`src/iop_pkg.sv`:
```
/*
 io sampling and line passing: register map, reset values, timing.
 assumes a 250 MHz system clock and 32-bit register port words.
*/
package iop_pkg;
	localparam int unsigned CLK_PERIOD_NS = 4;
	localparam int unsigned MS_NS         = 1000000;
	localparam int unsigned MS_CYCLES_DEF = MS_NS / CLK_PERIOD_NS;
	localparam int unsigned TENTH_MS      = 100;
	localparam int unsigned NLINES        = 13;

	localparam logic [7:0] OFF_CTRL    = 8'h00;
	localparam logic [7:0] OFF_PERIOD  = 8'h04;
	localparam logic [7:0] OFF_DHIGH   = 8'h08;
	localparam logic [7:0] OFF_DLOW    = 8'h0c;
	localparam logic [7:0] OFF_WAKE    = 8'h10;
	localparam logic [7:0] OFF_CHGMASK = 8'h14;
	localparam logic [7:0] OFF_SRCADDR = 8'h18;
	localparam logic [7:0] OFF_INCFG   = 8'h1c;
	localparam logic [7:0] OFF_OUTCFG  = 8'h20;
	localparam logic [7:0] OFF_LHOLD0  = 8'h24;
	localparam logic [7:0] OFF_PHOLD   = 8'h58;
	localparam logic [7:0] OFF_PDUTY   = 8'h5c;
	localparam logic [7:0] OFF_IRQSTAT = 8'h60;
	localparam logic [7:0] OFF_IRQEN   = 8'h64;
	localparam logic [7:0] OFF_IRQCLR  = 8'h68;
	localparam logic [7:0] OFF_STATUS  = 8'h6c;

	localparam int unsigned CTRL_IOE_BIT  = 0;
	localparam int unsigned CTRL_API_LSB  = 1;
	localparam int unsigned AIN_LSB       = 16;
	localparam int unsigned DDEF_LSB      = 16;
	localparam int unsigned M1_LSB        = 16;
	localparam int unsigned STAT_SLP_BIT  = 16;
	localparam int unsigned IRQ_SENT      = 0;
	localparam int unsigned IRQ_RXFWD     = 1;
	localparam int unsigned IRQ_REVERT    = 2;

	localparam logic        IOE_RESET = 1'b1;
	localparam logic [15:0] BCAST_SRC = 16'hffff;
	localparam logic [3:0]  NO_HOLD   = 4'hf;
endpackage

```
`src/iop_line_passing.sv`:
```
/*
 io sampling and line passing core: periodic and change-driven
 sampling, serial forwarding of received samples, line passing to
 digital and pwm outputs with hold timers, register port, interrupt.
 assumes awake_in, command_mode_in, rx_* and adc values come from
 logic on clk_sys_in; dio_pins_in are raw pins.
*/
// Decided for this implementation: the placing of the registers and the strobed register port.
// Behaviour
// - sample period zero disables periodic sampling entirely.
// - nonzero period: sample and transmit each time that many ms elapse.
// - samples are addressed to the high and low destination words.
// - with api mode zero, received samples are forwarded only when sample output is enabled outside command mode.
// - samples only generated when some pin is digital or analog input.
// - while awake, periodic samples continue past wake time expiry until awake_in falls.
// - edge on any change-masked line sends a sample immediately.
// - change detect only while awake; wakeup gives a sample if periodic.
// - received digital line n drives only output line n.
// - analog channel 0 sets pwm 0 duty, channel 1 sets pwm 1.
// - sample output enable resets to 1; forwards samples unless in command mode.
// - outputs only update from matching source; default no updating.
// - broadcast source address accepts output data from any sender.
// - per line hold timer; zero holds forever, else reverts after tenths.
// - one pwm hold timer; on expiry each pwm reverts to its default.
module iop_line_passing #(
	parameter int unsigned MS_CYCLES = iop_pkg::MS_CYCLES_DEF
) (
	input  wire logic        clk_sys_in,
	input  wire logic        reset_in,
	input  wire logic        clk_en_in,
	input  wire logic [7:0]  reg_addr_in,
	input  wire logic [31:0] reg_wdata_in,
	input  wire logic        reg_wr_in,
	input  wire logic        reg_rd_in,
	output logic      [31:0] reg_rdata_out,
	output logic             irq_out,
	input  wire logic [12:0] dio_pins_in,
	input  wire logic [9:0]  analog_in0_in,
	input  wire logic [9:0]  analog_in1_in,
	input  wire logic        awake_in,
	input  wire logic        command_mode_in,
	output logic             sleep_ready_out,
	output logic             tx_valid_out,
	input  wire logic        tx_ready_in,
	output logic      [63:0] tx_dest_out,
	output logic      [12:0] tx_digital_out,
	output logic      [9:0]  tx_analog0_out,
	output logic      [9:0]  tx_analog1_out,
	input  wire logic        rx_valid_in,
	input  wire logic [15:0] rx_src_in,
	input  wire logic [12:0] rx_dmask_in,
	input  wire logic [12:0] rx_dstate_in,
	input  wire logic [1:0]  rx_amask_in,
	input  wire logic [9:0]  rx_analog0_in,
	input  wire logic [9:0]  rx_analog1_in,
	output logic             ser_fwd_out,
	output logic      [12:0] dout_out,
	output logic             analog_out0_out,
	output logic             analog_out1_out
);
	import iop_pkg::*;

	typedef struct packed {
		logic             ioe;
		logic [1:0]       api;
		logic [15:0]      period;
		logic [31:0]      dhigh;
		logic [31:0]      dlow;
		logic [15:0]      wake;
		logic [12:0]      chgmask;
		logic [15:0]      srcaddr;
		logic             src_set;
		logic [12:0]      din;
		logic [1:0]       ain;
		logic [12:0]      dmask;
		logic [12:0]      ddef;
		logic [12:0][15:0] lhold;
		logic [12:0][15:0] lcnt;
		logic [7:0]       phold;
		logic [7:0]       pcnt;
		logic [9:0]       m0;
		logic [9:0]       m1;
		logic [2:0]       ist;
		logic [2:0]       ien;
		logic [17:0]      mscnt;
		logic [6:0]       tcnt;
		logic [15:0]      percnt;
		logic [15:0]      wcnt;
		logic [12:0]      s1;
		logic [12:0]      s2;
		logic [12:0]      s3;
		logic [2:0]       prime;
		logic             awk;
		logic             pend;
		logic             txv;
		logic [63:0]      tdst;
		logic [12:0]      tdig;
		logic [9:0]       ta0;
		logic [9:0]       ta1;
		logic [12:0]      dout;
		logic [9:0]       duty0;
		logic [9:0]       duty1;
		logic [9:0]       pwc;
		logic             pw0;
		logic             pw1;
		logic             fwd;
		logic [31:0]      rdata;
	} iop_state_t;

	iop_state_t st;
	iop_state_t next_st;

	logic        ms_tick;
	logic        tenth_tick;
	logic        per_req;
	logic        chg_req;
	logic        wake_req;
	logic        in_any;
	logic        accept;
	logic [12:0] upd_mask;
	logic [2:0]  ev;

	// decode shared by write and read paths
	function automatic logic [3:0] hold_idx(input logic [7:0] a);
		logic [7:0] d;
		d = a - OFF_LHOLD0;
		if (a >= OFF_LHOLD0 && d[1:0] == 2'b00 && d[7:2] < 6'(NLINES))
			hold_idx = d[5:2];
		else
			hold_idx = NO_HOLD;
	endfunction

	always_comb begin
		logic [3:0] hi;
		hi = hold_idx(reg_addr_in);
		next_st = st;
		ev = '0;

		// time base: ms tick, tenth-second tick
		ms_tick = (32'(st.mscnt) == MS_CYCLES - 1);
		next_st.mscnt = ms_tick ? '0 : st.mscnt + 18'd1;
		tenth_tick = ms_tick && (32'(st.tcnt) == TENTH_MS - 1);
		if (ms_tick)
			next_st.tcnt = tenth_tick ? '0 : st.tcnt + 7'd1;

		// pin synchroniser; edges seen between the second and third stages only
		next_st.s1 = dio_pins_in;
		next_st.s2 = st.s1;
		next_st.s3 = st.s2;
		next_st.awk = awake_in;
		next_st.prime = {st.prime[1:0], 1'b1};

		in_any = (st.din != '0) || (st.ain != '0);

		// periodic sampling only while awake; a sleeping part has no clock
		// budget to spend, and awake_in going low, not the wake window, bounds the sample burst
		per_req = 1'b0;
		if (st.period == '0 || !awake_in) begin
			next_st.percnt = '0;
		end else if (ms_tick) begin
			if (st.percnt + 16'd1 >= st.period) begin
				next_st.percnt = '0;
				per_req = 1'b1;
			end else begin
				next_st.percnt = st.percnt + 16'd1;
			end
		end

		// change detect gated by awake: transitions while asleep are lost
		// sync stages fill after reset; a pin idling high is no edge
		chg_req = awake_in && st.prime[2]
			&& (((st.s2 ^ st.s3) & st.chgmask) != '0);
		wake_req = awake_in && !st.awk && (st.period != '0);

		// wake window timer
		if (awake_in && !st.awk)
			next_st.wcnt = '0;
		else if (awake_in && ms_tick && st.wcnt != 16'hffff)
			next_st.wcnt = st.wcnt + 16'd1;

		if ((per_req || chg_req || wake_req) && in_any)
			next_st.pend = 1'b1;

		// one sample in flight; later requests merge into pend
		if (st.txv && tx_ready_in) begin
			next_st.txv = 1'b0;
			ev[IRQ_SENT] = 1'b1;
		end
		if (st.pend && !st.txv) begin
			next_st.pend = 1'b0;
			next_st.txv = 1'b1;
			next_st.tdst = {st.dhigh, st.dlow};
			next_st.tdig = st.s2 & st.din;
			next_st.ta0 = st.ain[0] ? analog_in0_in : '0;
			next_st.ta1 = st.ain[1] ? analog_in1_in : '0;
		end

		// serial forwarding of received samples
		next_st.fwd = 1'b0;
		if (rx_valid_in) begin
			if (st.ioe && !command_mode_in)
				next_st.fwd = 1'b1;
			else if (st.api != '0)
				next_st.fwd = 1'b1;
		end
		if (next_st.fwd)
			ev[IRQ_RXFWD] = 1'b1;

		// source filter; nothing binds until software sets the address
		accept = rx_valid_in && st.src_set
			&& (st.srcaddr == BCAST_SRC || rx_src_in == st.srcaddr);
		upd_mask = accept ? (rx_dmask_in & st.dmask) : '0;

		for (int n = 0; n < NLINES; n++) begin
			if (upd_mask[n]) begin
				next_st.dout[n] = rx_dstate_in[n];
				next_st.lcnt[n] = st.lhold[n];
			end else if (tenth_tick && st.lcnt[n] != '0) begin
				next_st.lcnt[n] = st.lcnt[n] - 16'd1;
				if (st.lcnt[n] == 16'd1) begin
					next_st.dout[n] = st.ddef[n];
					ev[IRQ_REVERT] = 1'b1;
				end
			end
		end

		if (accept && rx_amask_in != '0) begin
			if (rx_amask_in[0])
				next_st.duty0 = rx_analog0_in;
			if (rx_amask_in[1])
				next_st.duty1 = rx_analog1_in;
			next_st.pcnt = st.phold;
		end else if (tenth_tick && st.pcnt != '0) begin
			next_st.pcnt = st.pcnt - 8'd1;
			if (st.pcnt == 8'd1) begin
				next_st.duty0 = st.m0;
				next_st.duty1 = st.m1;
				ev[IRQ_REVERT] = 1'b1;
			end
		end

		// pwm carriers, 10-bit free running
		next_st.pwc = st.pwc + 10'd1;
		next_st.pw0 = st.pwc < st.duty0;
		next_st.pw1 = st.pwc < st.duty1;

		// register writes
		if (reg_wr_in) begin
			case (reg_addr_in)
				OFF_CTRL: begin
					next_st.ioe = reg_wdata_in[CTRL_IOE_BIT];
					next_st.api = reg_wdata_in[CTRL_API_LSB +: 2];
				end
				OFF_PERIOD:  next_st.period = reg_wdata_in[15:0];
				OFF_DHIGH:   next_st.dhigh = reg_wdata_in;
				OFF_DLOW:    next_st.dlow = reg_wdata_in;
				OFF_WAKE:    next_st.wake = reg_wdata_in[15:0];
				OFF_CHGMASK: next_st.chgmask = reg_wdata_in[12:0];
				OFF_SRCADDR: begin
					next_st.srcaddr = reg_wdata_in[15:0];
					next_st.src_set = 1'b1;
				end
				OFF_INCFG: begin
					next_st.din = reg_wdata_in[12:0];
					next_st.ain = reg_wdata_in[AIN_LSB +: 2];
				end
				OFF_OUTCFG: begin
					next_st.dmask = reg_wdata_in[12:0];
					next_st.ddef = reg_wdata_in[DDEF_LSB +: 13];
				end
				OFF_PHOLD: next_st.phold = reg_wdata_in[7:0];
				OFF_PDUTY: begin
					next_st.m0 = reg_wdata_in[9:0];
					next_st.m1 = reg_wdata_in[M1_LSB +: 10];
				end
				OFF_IRQEN: next_st.ien = reg_wdata_in[2:0];
				default: begin
					if (hi != NO_HOLD)
						next_st.lhold[hi] = reg_wdata_in[15:0];
				end
			endcase
		end

		// sticky status: a same-cycle event beats the clear
		if (reg_wr_in && reg_addr_in == OFF_IRQCLR)
			next_st.ist = st.ist & ~reg_wdata_in[2:0];
		next_st.ist = next_st.ist | ev;

		// read data, valid the cycle after the strobe only
		next_st.rdata = '0;
		if (reg_rd_in) begin
			case (reg_addr_in)
				OFF_CTRL:    next_st.rdata = {29'd0, st.api, st.ioe};
				OFF_PERIOD:  next_st.rdata = {16'd0, st.period};
				OFF_DHIGH:   next_st.rdata = st.dhigh;
				OFF_DLOW:    next_st.rdata = st.dlow;
				OFF_WAKE:    next_st.rdata = {16'd0, st.wake};
				OFF_CHGMASK: next_st.rdata = {19'd0, st.chgmask};
				OFF_SRCADDR: next_st.rdata = {16'd0, st.srcaddr};
				OFF_INCFG:   next_st.rdata = {14'd0, st.ain, 3'd0, st.din};
				OFF_OUTCFG:  next_st.rdata = {3'd0, st.ddef, 3'd0, st.dmask};
				OFF_PHOLD:   next_st.rdata = {24'd0, st.phold};
				OFF_PDUTY:   next_st.rdata = {6'd0, st.m1, 6'd0, st.m0};
				OFF_IRQSTAT: next_st.rdata = {29'd0, st.ist};
				OFF_IRQEN:   next_st.rdata = {29'd0, st.ien};
				OFF_STATUS:  next_st.rdata = {15'd0, sleep_ready_out, 3'd0, st.dout};
				default: begin
					if (hi != NO_HOLD)
						next_st.rdata = {16'd0, st.lhold[hi]};
				end
			endcase
		end
	end

	always_ff @(posedge clk_sys_in) begin
		if (reset_in) begin
			st <= '0;
			st.ioe <= IOE_RESET;
		end else if (clk_en_in) begin
			st <= next_st;
		end
	end

	// wake window spent: sleep controller may return to sleep
	assign sleep_ready_out = awake_in && st.awk && (st.wcnt >= st.wake);
	assign reg_rdata_out   = st.rdata;
	assign irq_out         = (st.ist & st.ien) != '0;
	assign tx_valid_out    = st.txv;
	assign tx_dest_out     = st.tdst;
	assign tx_digital_out  = st.tdig;
	assign tx_analog0_out  = st.ta0;
	assign tx_analog1_out  = st.ta1;
	assign ser_fwd_out     = st.fwd;
	assign dout_out        = st.dout;
	assign analog_out0_out = st.pw0;
	assign analog_out1_out = st.pw1;
endmodule

```
`config.mk`:
```
export PLATFORM = sky130hd
export DESIGN_NAME = iop_line_passing
export DESIGN_NICKNAME = d
export VERILOG_FILES = /design/src/iop_pkg.sv /design/src/iop_line_passing.sv
export SDC_FILE = /design/constraint.sdc
export NUM_CORES = 2
export LEC_CHECK = 0
export ABC_AREA = 0
export CELL_PAD_IN_SITES_DETAIL_PLACEMENT = 0
export CELL_PAD_IN_SITES_GLOBAL_PLACEMENT = 2
export CORE_ASPECT_RATIO = 0.75
export CORE_MARGIN = 5
export CORE_UTILIZATION = 39
export DETAILED_ROUTE_END_ITERATION = 8
export DONT_BUFFER_PORTS = 1
export PLACE_DENSITY_LB_ADDON = 0.1
export SLEW_MARGIN = 15
export SYNTH_ARGS = -nofsm -noshare
export SYNTH_HDL_FRONTEND = slang
export SYNTH_SLANG_ARGS = --single-unit
```
`constraint.sdc`:
```
create_clock -name clk_sys_in -period 5.9 [get_ports clk_sys_in]
set_input_delay 0.885 -clock clk_sys_in [delete_from_list [all_inputs] [get_ports clk_sys_in]]
set_output_delay 0.885 -clock clk_sys_in [all_outputs]
set_load 0.1 [all_outputs]
```
After elaboration in Yosys (flattened, before gate mapping)
Index checks and enable logic that the tools add are counted.
{ "word_totals": {"out_inout_bits": 148, "wordCells": 446, "reg_bits": 905, "inputBits": 146} }
{ "classes": {"n_reduce_logical": 148, "n_addsub": 20, "eq_ne": 36, "muxes": 145, "bitwise_logic": 9, "magnitude_cmp": 8} }
{ "op_table": {"columns": ["op", "count"], "rows": [
  ["$mux 16", 34],
  ["$pmux 32 s14", 1],
  ["$reduce_bool 16->1", 14],
  ["$bwmux 208", 1],
  ["$eq 16x1->1 const B", 13],
  ["$sub 16x1->16 const B", 13],
  ["$mux 99", 1],
  ["$mux 1", 91],
  ["$reduce_and 3->1", 25],
  ["$reduce_bool 2->1", 35],
  ["$bmux 16 s4", 1],
  ["$demux 16 s4", 1],
  ["$mux 20", 3],
  ["$eq 8x7->1 const B", 6],
  ["$mux 10", 4],
  ["$reduce_and 2->1", 20],
  ["$and 13x13->13", 3],
  ["$logic_and 1x1->1", 34],
  ["$add 16x1->16 const B", 2],
  ["$eq 8x5->1 const B", 4],
  ["$ge 16x16->1", 2],
  ["$mux 32", 1],
  ["$reduce_bool 13->1", 2],
  ["$lt 10x10->1", 2],
  ["other kinds (40)", 53]
]} }

Depth between registers and ports, before layout
{ "logic_depth": {"ltp_word": 45, "ltp_mapped": 16, "mapped_depth_nobuf": 14} }

Worst setup path after synthesis
No wires, ideal clock.
{ "synth_path": {"kind": "input-to-reg", "from": "input port reg_addr_in[2]", "to": "register st[585] (netlist bit)", "path_slack_ns": 1.484, "t_required_ns": 5.772, "setup_ns": 0.128, "path_buffers": 4, "arrival_time_ns": 4.288, "path_stages": 13, "path_cell_list": "buf_1 clkinv_1 clkbuf_1 ha_1 clkbuf_1 or4_1 a22oi_1 o221a_2 nand4_2 nor3_2 buf_4 mux2i_1 nor2_1"} }
{ "synth_via": {"elab_chain_cells": 9, "elab_cells_between_ends": 28, "cone_classes": "1 x add/sub; 4 x order compare; 12 x eq/ne; 4 x mux; 1 x bitwise; 6 x reduce/logical"} }
{ "synth_lines": {"columns": ["item", "line", "rtl"], "rows": [
  ["from (decl)", "iop_line_passing.sv:31", "input wire logic [7:0] reg_addr_in,"],
  ["$sub 8x6->8 or $ge 8x6->1 (tied branches)", "iop_line_passing.sv:126, iop_line_passing.sv:127", null],
  ["$lt 6x4->1 or $logic_and 1x1->1 (tied branches)", "iop_line_passing.sv:127", "if (a >= OFF_LHOLD0 && d[1:0] == 2'b00 && d[7:2] < 6'(NLINES))"],
  ["$logic_and 1x1->1", "iop_line_passing.sv:127", null],
  ["$mux 4", "iop_line_passing.sv:127", null],
  ["$lt 4x5->1 (not written as such) or $ge 4x1->1 (tied branches)", "iop_line_passing.sv:279", "next_st.lhold[hi] = reg_wdata_in[15:0];"],
  ["$logic_and 1x1->1 (not written as such)", "iop_line_passing.sv:279", null],
  ["$mux 16 (not written as such)", "iop_line_passing.sv:279", null],
  ["$demux 16 s4", "iop_line_passing.sv:279", null],
  ["$bwmux 208", "iop_line_passing.sv:279", null],
  ["to (signal assigned)", "iop_line_passing.sv:320", "st <= next_st;"],
  ["to (decl)", "iop_line_passing.sv:110", "iop_state_t st;"]
]} }
Parallel ways exist; a longest one is shown, timed or not.
A chain may end at the register's enable or synchronous reset.

Final worst setup path
{ "layout_path": {"from": "register st[254] (netlist bit)", "to": "register st[371] (netlist bit)"} }
{ "layout_via": {"elab_chain_cells": 5} }
{ "layout_lines": {"columns": ["item", "line", "rtl"], "rows": [
  ["$eq 7x7->1", "iop_line_passing.sv:142", "tenth_tick = ms_tick && (32'(st.tcnt) == TENTH_MS - 1);"],
  ["$logic_and 1x1->1", "iop_line_passing.sv:142", null],
  ["$logic_and 1x1->1", "iop_line_passing.sv:218", "end else if (tenth_tick && st.lcnt[n] != '0) begin"],
  ["$reduce_bool 2->1 (no source line)", null, null],
  ["$reduce_and 2->1 (no source line)", null, null]
]} }
No other way between the ends.

==> out/metrics.cfg <==
[routing]
wl_um=196000
routed-wl-met2_um=79500
first_pass_iters=6
vias=42400
route.met3.wl_um=20600
drc=0
routed.top_layer=met5
antenna_left=0
vias_per_cell=5.95
m1WireLength_um=90900
drt-wirelength-per-cell_um=27.5
dr.first_iter.drc_count=5249

[critical_path]
cp_max_fo=13
cp_cell_sequence=or4b_1 > or4b_1 > nor3_2 > buf_4 > o41ai_1 > buf_4 > o21ai_1 > o21ai_0 > a21oi_1
slowest_stage=or4b_1
crit_family=simple AND/OR/NAND/NOR gates
critPathCaptureType=flop
cp_slowest_stage_delay_ps=770
cp_num_buf_inv=2
cp.arrival_ps=4720
required_ps=6540
critPathKind=reg2reg
critPathLaunchType=flop

[die]
die_x_um=406
start_util=0.391
core.rowCount=109
io_pins=294
dieArea_mm2=0.125
coreArea_mm2=0.117
die_h_um=307

[yosys]
synth_edf_count=0
syn-cell-area_mm2=0.0459
yosysSeqAreaShare=0.395
yosys.area.top_type_share=0.395
ys_ff_latch=905
synthTopCellsByArea=dfxtp_1, a21oi_1, nand2_1
yosys_warnings=0
syn_avg_cell_area_um2=7.92
synth_common_cells=dfxtp_1, nand2_1, a21oi_1
syn_inst=5792
yosysUniqueCellTypes=95
synth_ff_type=dfxtp_1
yosysMostFrequentCell=dfxtp_1
synthArstFlopShare=0
syn_nets=6029
yosys.area.top_type=dfxtp_1

[global_routing]
globalRouteOverflowTotal=0
antenna_found_initial=27
track_usage=0.301
grt_pass1_wl_um=280000
grt_max_degree=867
grt_pass1_vias=37800

[cts]
cts_tree=built
cts_setup_buffers=0
clk_pin_slew_ps=60
clockRootBuffer=clkbuf_16
cts_resized=0
htree_levels=3
cts_buffers=98
insertion_delay_ps=730
cts_hold_buf=0
cts.sinks=905
cts_max_path_buffers=3

[power_and_ir_drop]
pwr_density_cell_mw_per_mm2=265
leakagePower_nw=18.0
ir_worst_vdd_mv=0.204

[place]
dp_slack_ps=1650
gp_congestion=0.946
dp_hpwl_um=137000
io_buffers=0

[final_layout]
area_growth_pct=8.63
drive_above_1_share=0.0766
final.fill_count=12100
final_nets=5706

[flow_run]
maxCapViolCount=0

[timing]
min_period_ps=4080
timing.max_slew.rel_slack=0.171
fin_ws_ps=1820
fin_crit_sh=0.692
hold_viol=0
tns_ps=0
setup-violations-final=0
fmax_mhz=245
skew_ps=26.2
tightestPinTransition_ps=1240
finalMaxSlewViolations=0
rsz0062_at_grt=false

[status]
status=complete, no violations

[hold_path]
hold_path_class=in2reg

## per-layer routing
layer | vias up | global-route usage
met4 | 14 | 0.0727
met5 | - | 0
met1 | 20700 | 0.447
met3 | 274 | 0.0949
met2 | 1663 | 0.421
li1 | 19700 | -
## final timing paths
kind                  from               to  slack, ps  cells past startpoint
hold / removal    reset_in          st[322]        260                      1
setup reg to reg   st[254]          st[371]       1820                      9
setup / recovery   st[254]          st[371]       1820                      9
hold reg to reg    st[835]  tx_dest_out[13]        460                      2
## cells by family (layout without fill, tap and decap cells)
family,count (synthesis),in the layout,share of synthesized area
other,0,16,0
adder cells (fa/ha/maj),91,91,0.0248
buffers and inverters,667,425,0.0680
multiplexers,343,343,0.0802
AO/OA/AOI/OAI,1446,1446,0.189
XOR/XNOR,87,87,0.0166
flip-flops,905,905,0.395
AND/OR/NAND/NOR,2253,2253,0.227
## worst reg2reg max path, stage by stage, from the launching register on
cell and delay, ps:
dfxtp_1 330, or4b_1 530, or4b_1 770, nor3_2 690, buf_4 400, o41ai_1 140
buf_4 170, o21ai_1 550, o21ai_0 220, a21oi_1 190
## cell usage in the layout, fill, tap and decap left out, types with 17 or more instances in the layout
| cell type | synthesis | final |
|---|---|---|
| dfxtp_1 | 905 | 904 |
| o31ai_1 | 22 | 22 |
| mux2i_1 | 289 | 289 |
| nand3b_1 | 22 | 22 |
| a211oi_1 | 59 | 53 |
| o211ai_1 | 31 | 31 |
| nor2_1 | 594 | 592 |
| nand2_1 | 817 | 817 |
| xnor2_1 | 17 | 17 |
| a222oi_1 | 25 | 25 |
| clkbuf_1 | 350 | 19 |
| clkbuf_8 | 0 | 26 |
| clkinv_2 | 0 | 19 |
| xor2_1 | 70 | 70 |
| and2_1 | 97 | 97 |
| a22oi_1 | 56 | 56 |
| clkbuf_16 | 0 | 101 |
| or3_1 | 46 | 46 |
| mux2_2 | 38 | 38 |
| nand3_1 | 156 | 156 |
| a22o_1 | 18 | 18 |
| o22ai_1 | 21 | 21 |
| a221oi_1 | 22 | 22 |
| or2_2 | 23 | 23 |
| and3_1 | 43 | 43 |
| or4_1 | 22 | 22 |
| o21ai_0 | 303 | 303 |
| a21oi_1 | 655 | 651 |
| a31oi_1 | 33 | 33 |
| nor3_1 | 170 | 168 |
| ha_1 | 91 | 90 |
| a21o_1 | 43 | 43 |
| o21a_1 | 43 | 43 |
| inv_1 | 119 | 119 |
| nand4_1 | 61 | 61 |
| nor4_1 | 104 | 103 |
| buf_4 | 151 | 118 |
## metrics by stage
stage / power, mW / cell area, um^2 / hold slack, ps / instances / util
floorplan: 6.56 / 45900 / 432 / 5792 / -
global placement: 6.52 / 46200 / 448 / 6919 / 0.394
detailed placement: 6.52 / 46200 / 455 / 6919 / 0.394
CTS: 13.2 / 49700 / 249 / 7100 / 0.424
finish: 13.2 / 49800 / 257 / 7120 / 0.425
global route: 13.6 / 49800 / 216 / 7111 / 0.425
## final cells by class
type	instances	area [um^2]	area share
clock buffers	146	2960	0.0593
repair buffers	123	1020	0.0204
clock inverters	35	498	0.00999
diodes	16	40.0	0.000803
flip-flops and latches	905	18100	0.364
inverters	121	457	0.00916
multi-input cells	4220	24800	0.498
well taps	1554	1940	0.0390
## report_power, final
group | internal [mW] | switching (mW) | leakage [nW] | total, mW
clock network | 3.94 | 2.78 | 1.71 | 6.72
registers | 6.13 | 0.0262 | 7.29 | 6.15
logic | 0.0938 | 0.238 | 9.03 | 0.332
## state kept, by name, indices dropped and copies added (netlist names)
name / count
tx_digital_out: 13
st: 731
ser_fwd_out: 1
analog_out0_out: 1
dout_out: 13
tx_valid_out: 1
next_st: 28
tx_analog0_out: 10
reg_rdata_out: 32
tx_dest_out: 64
analog_out1_out: 1
tx_analog1_out: 10
(Power assumes the default switching activity.)
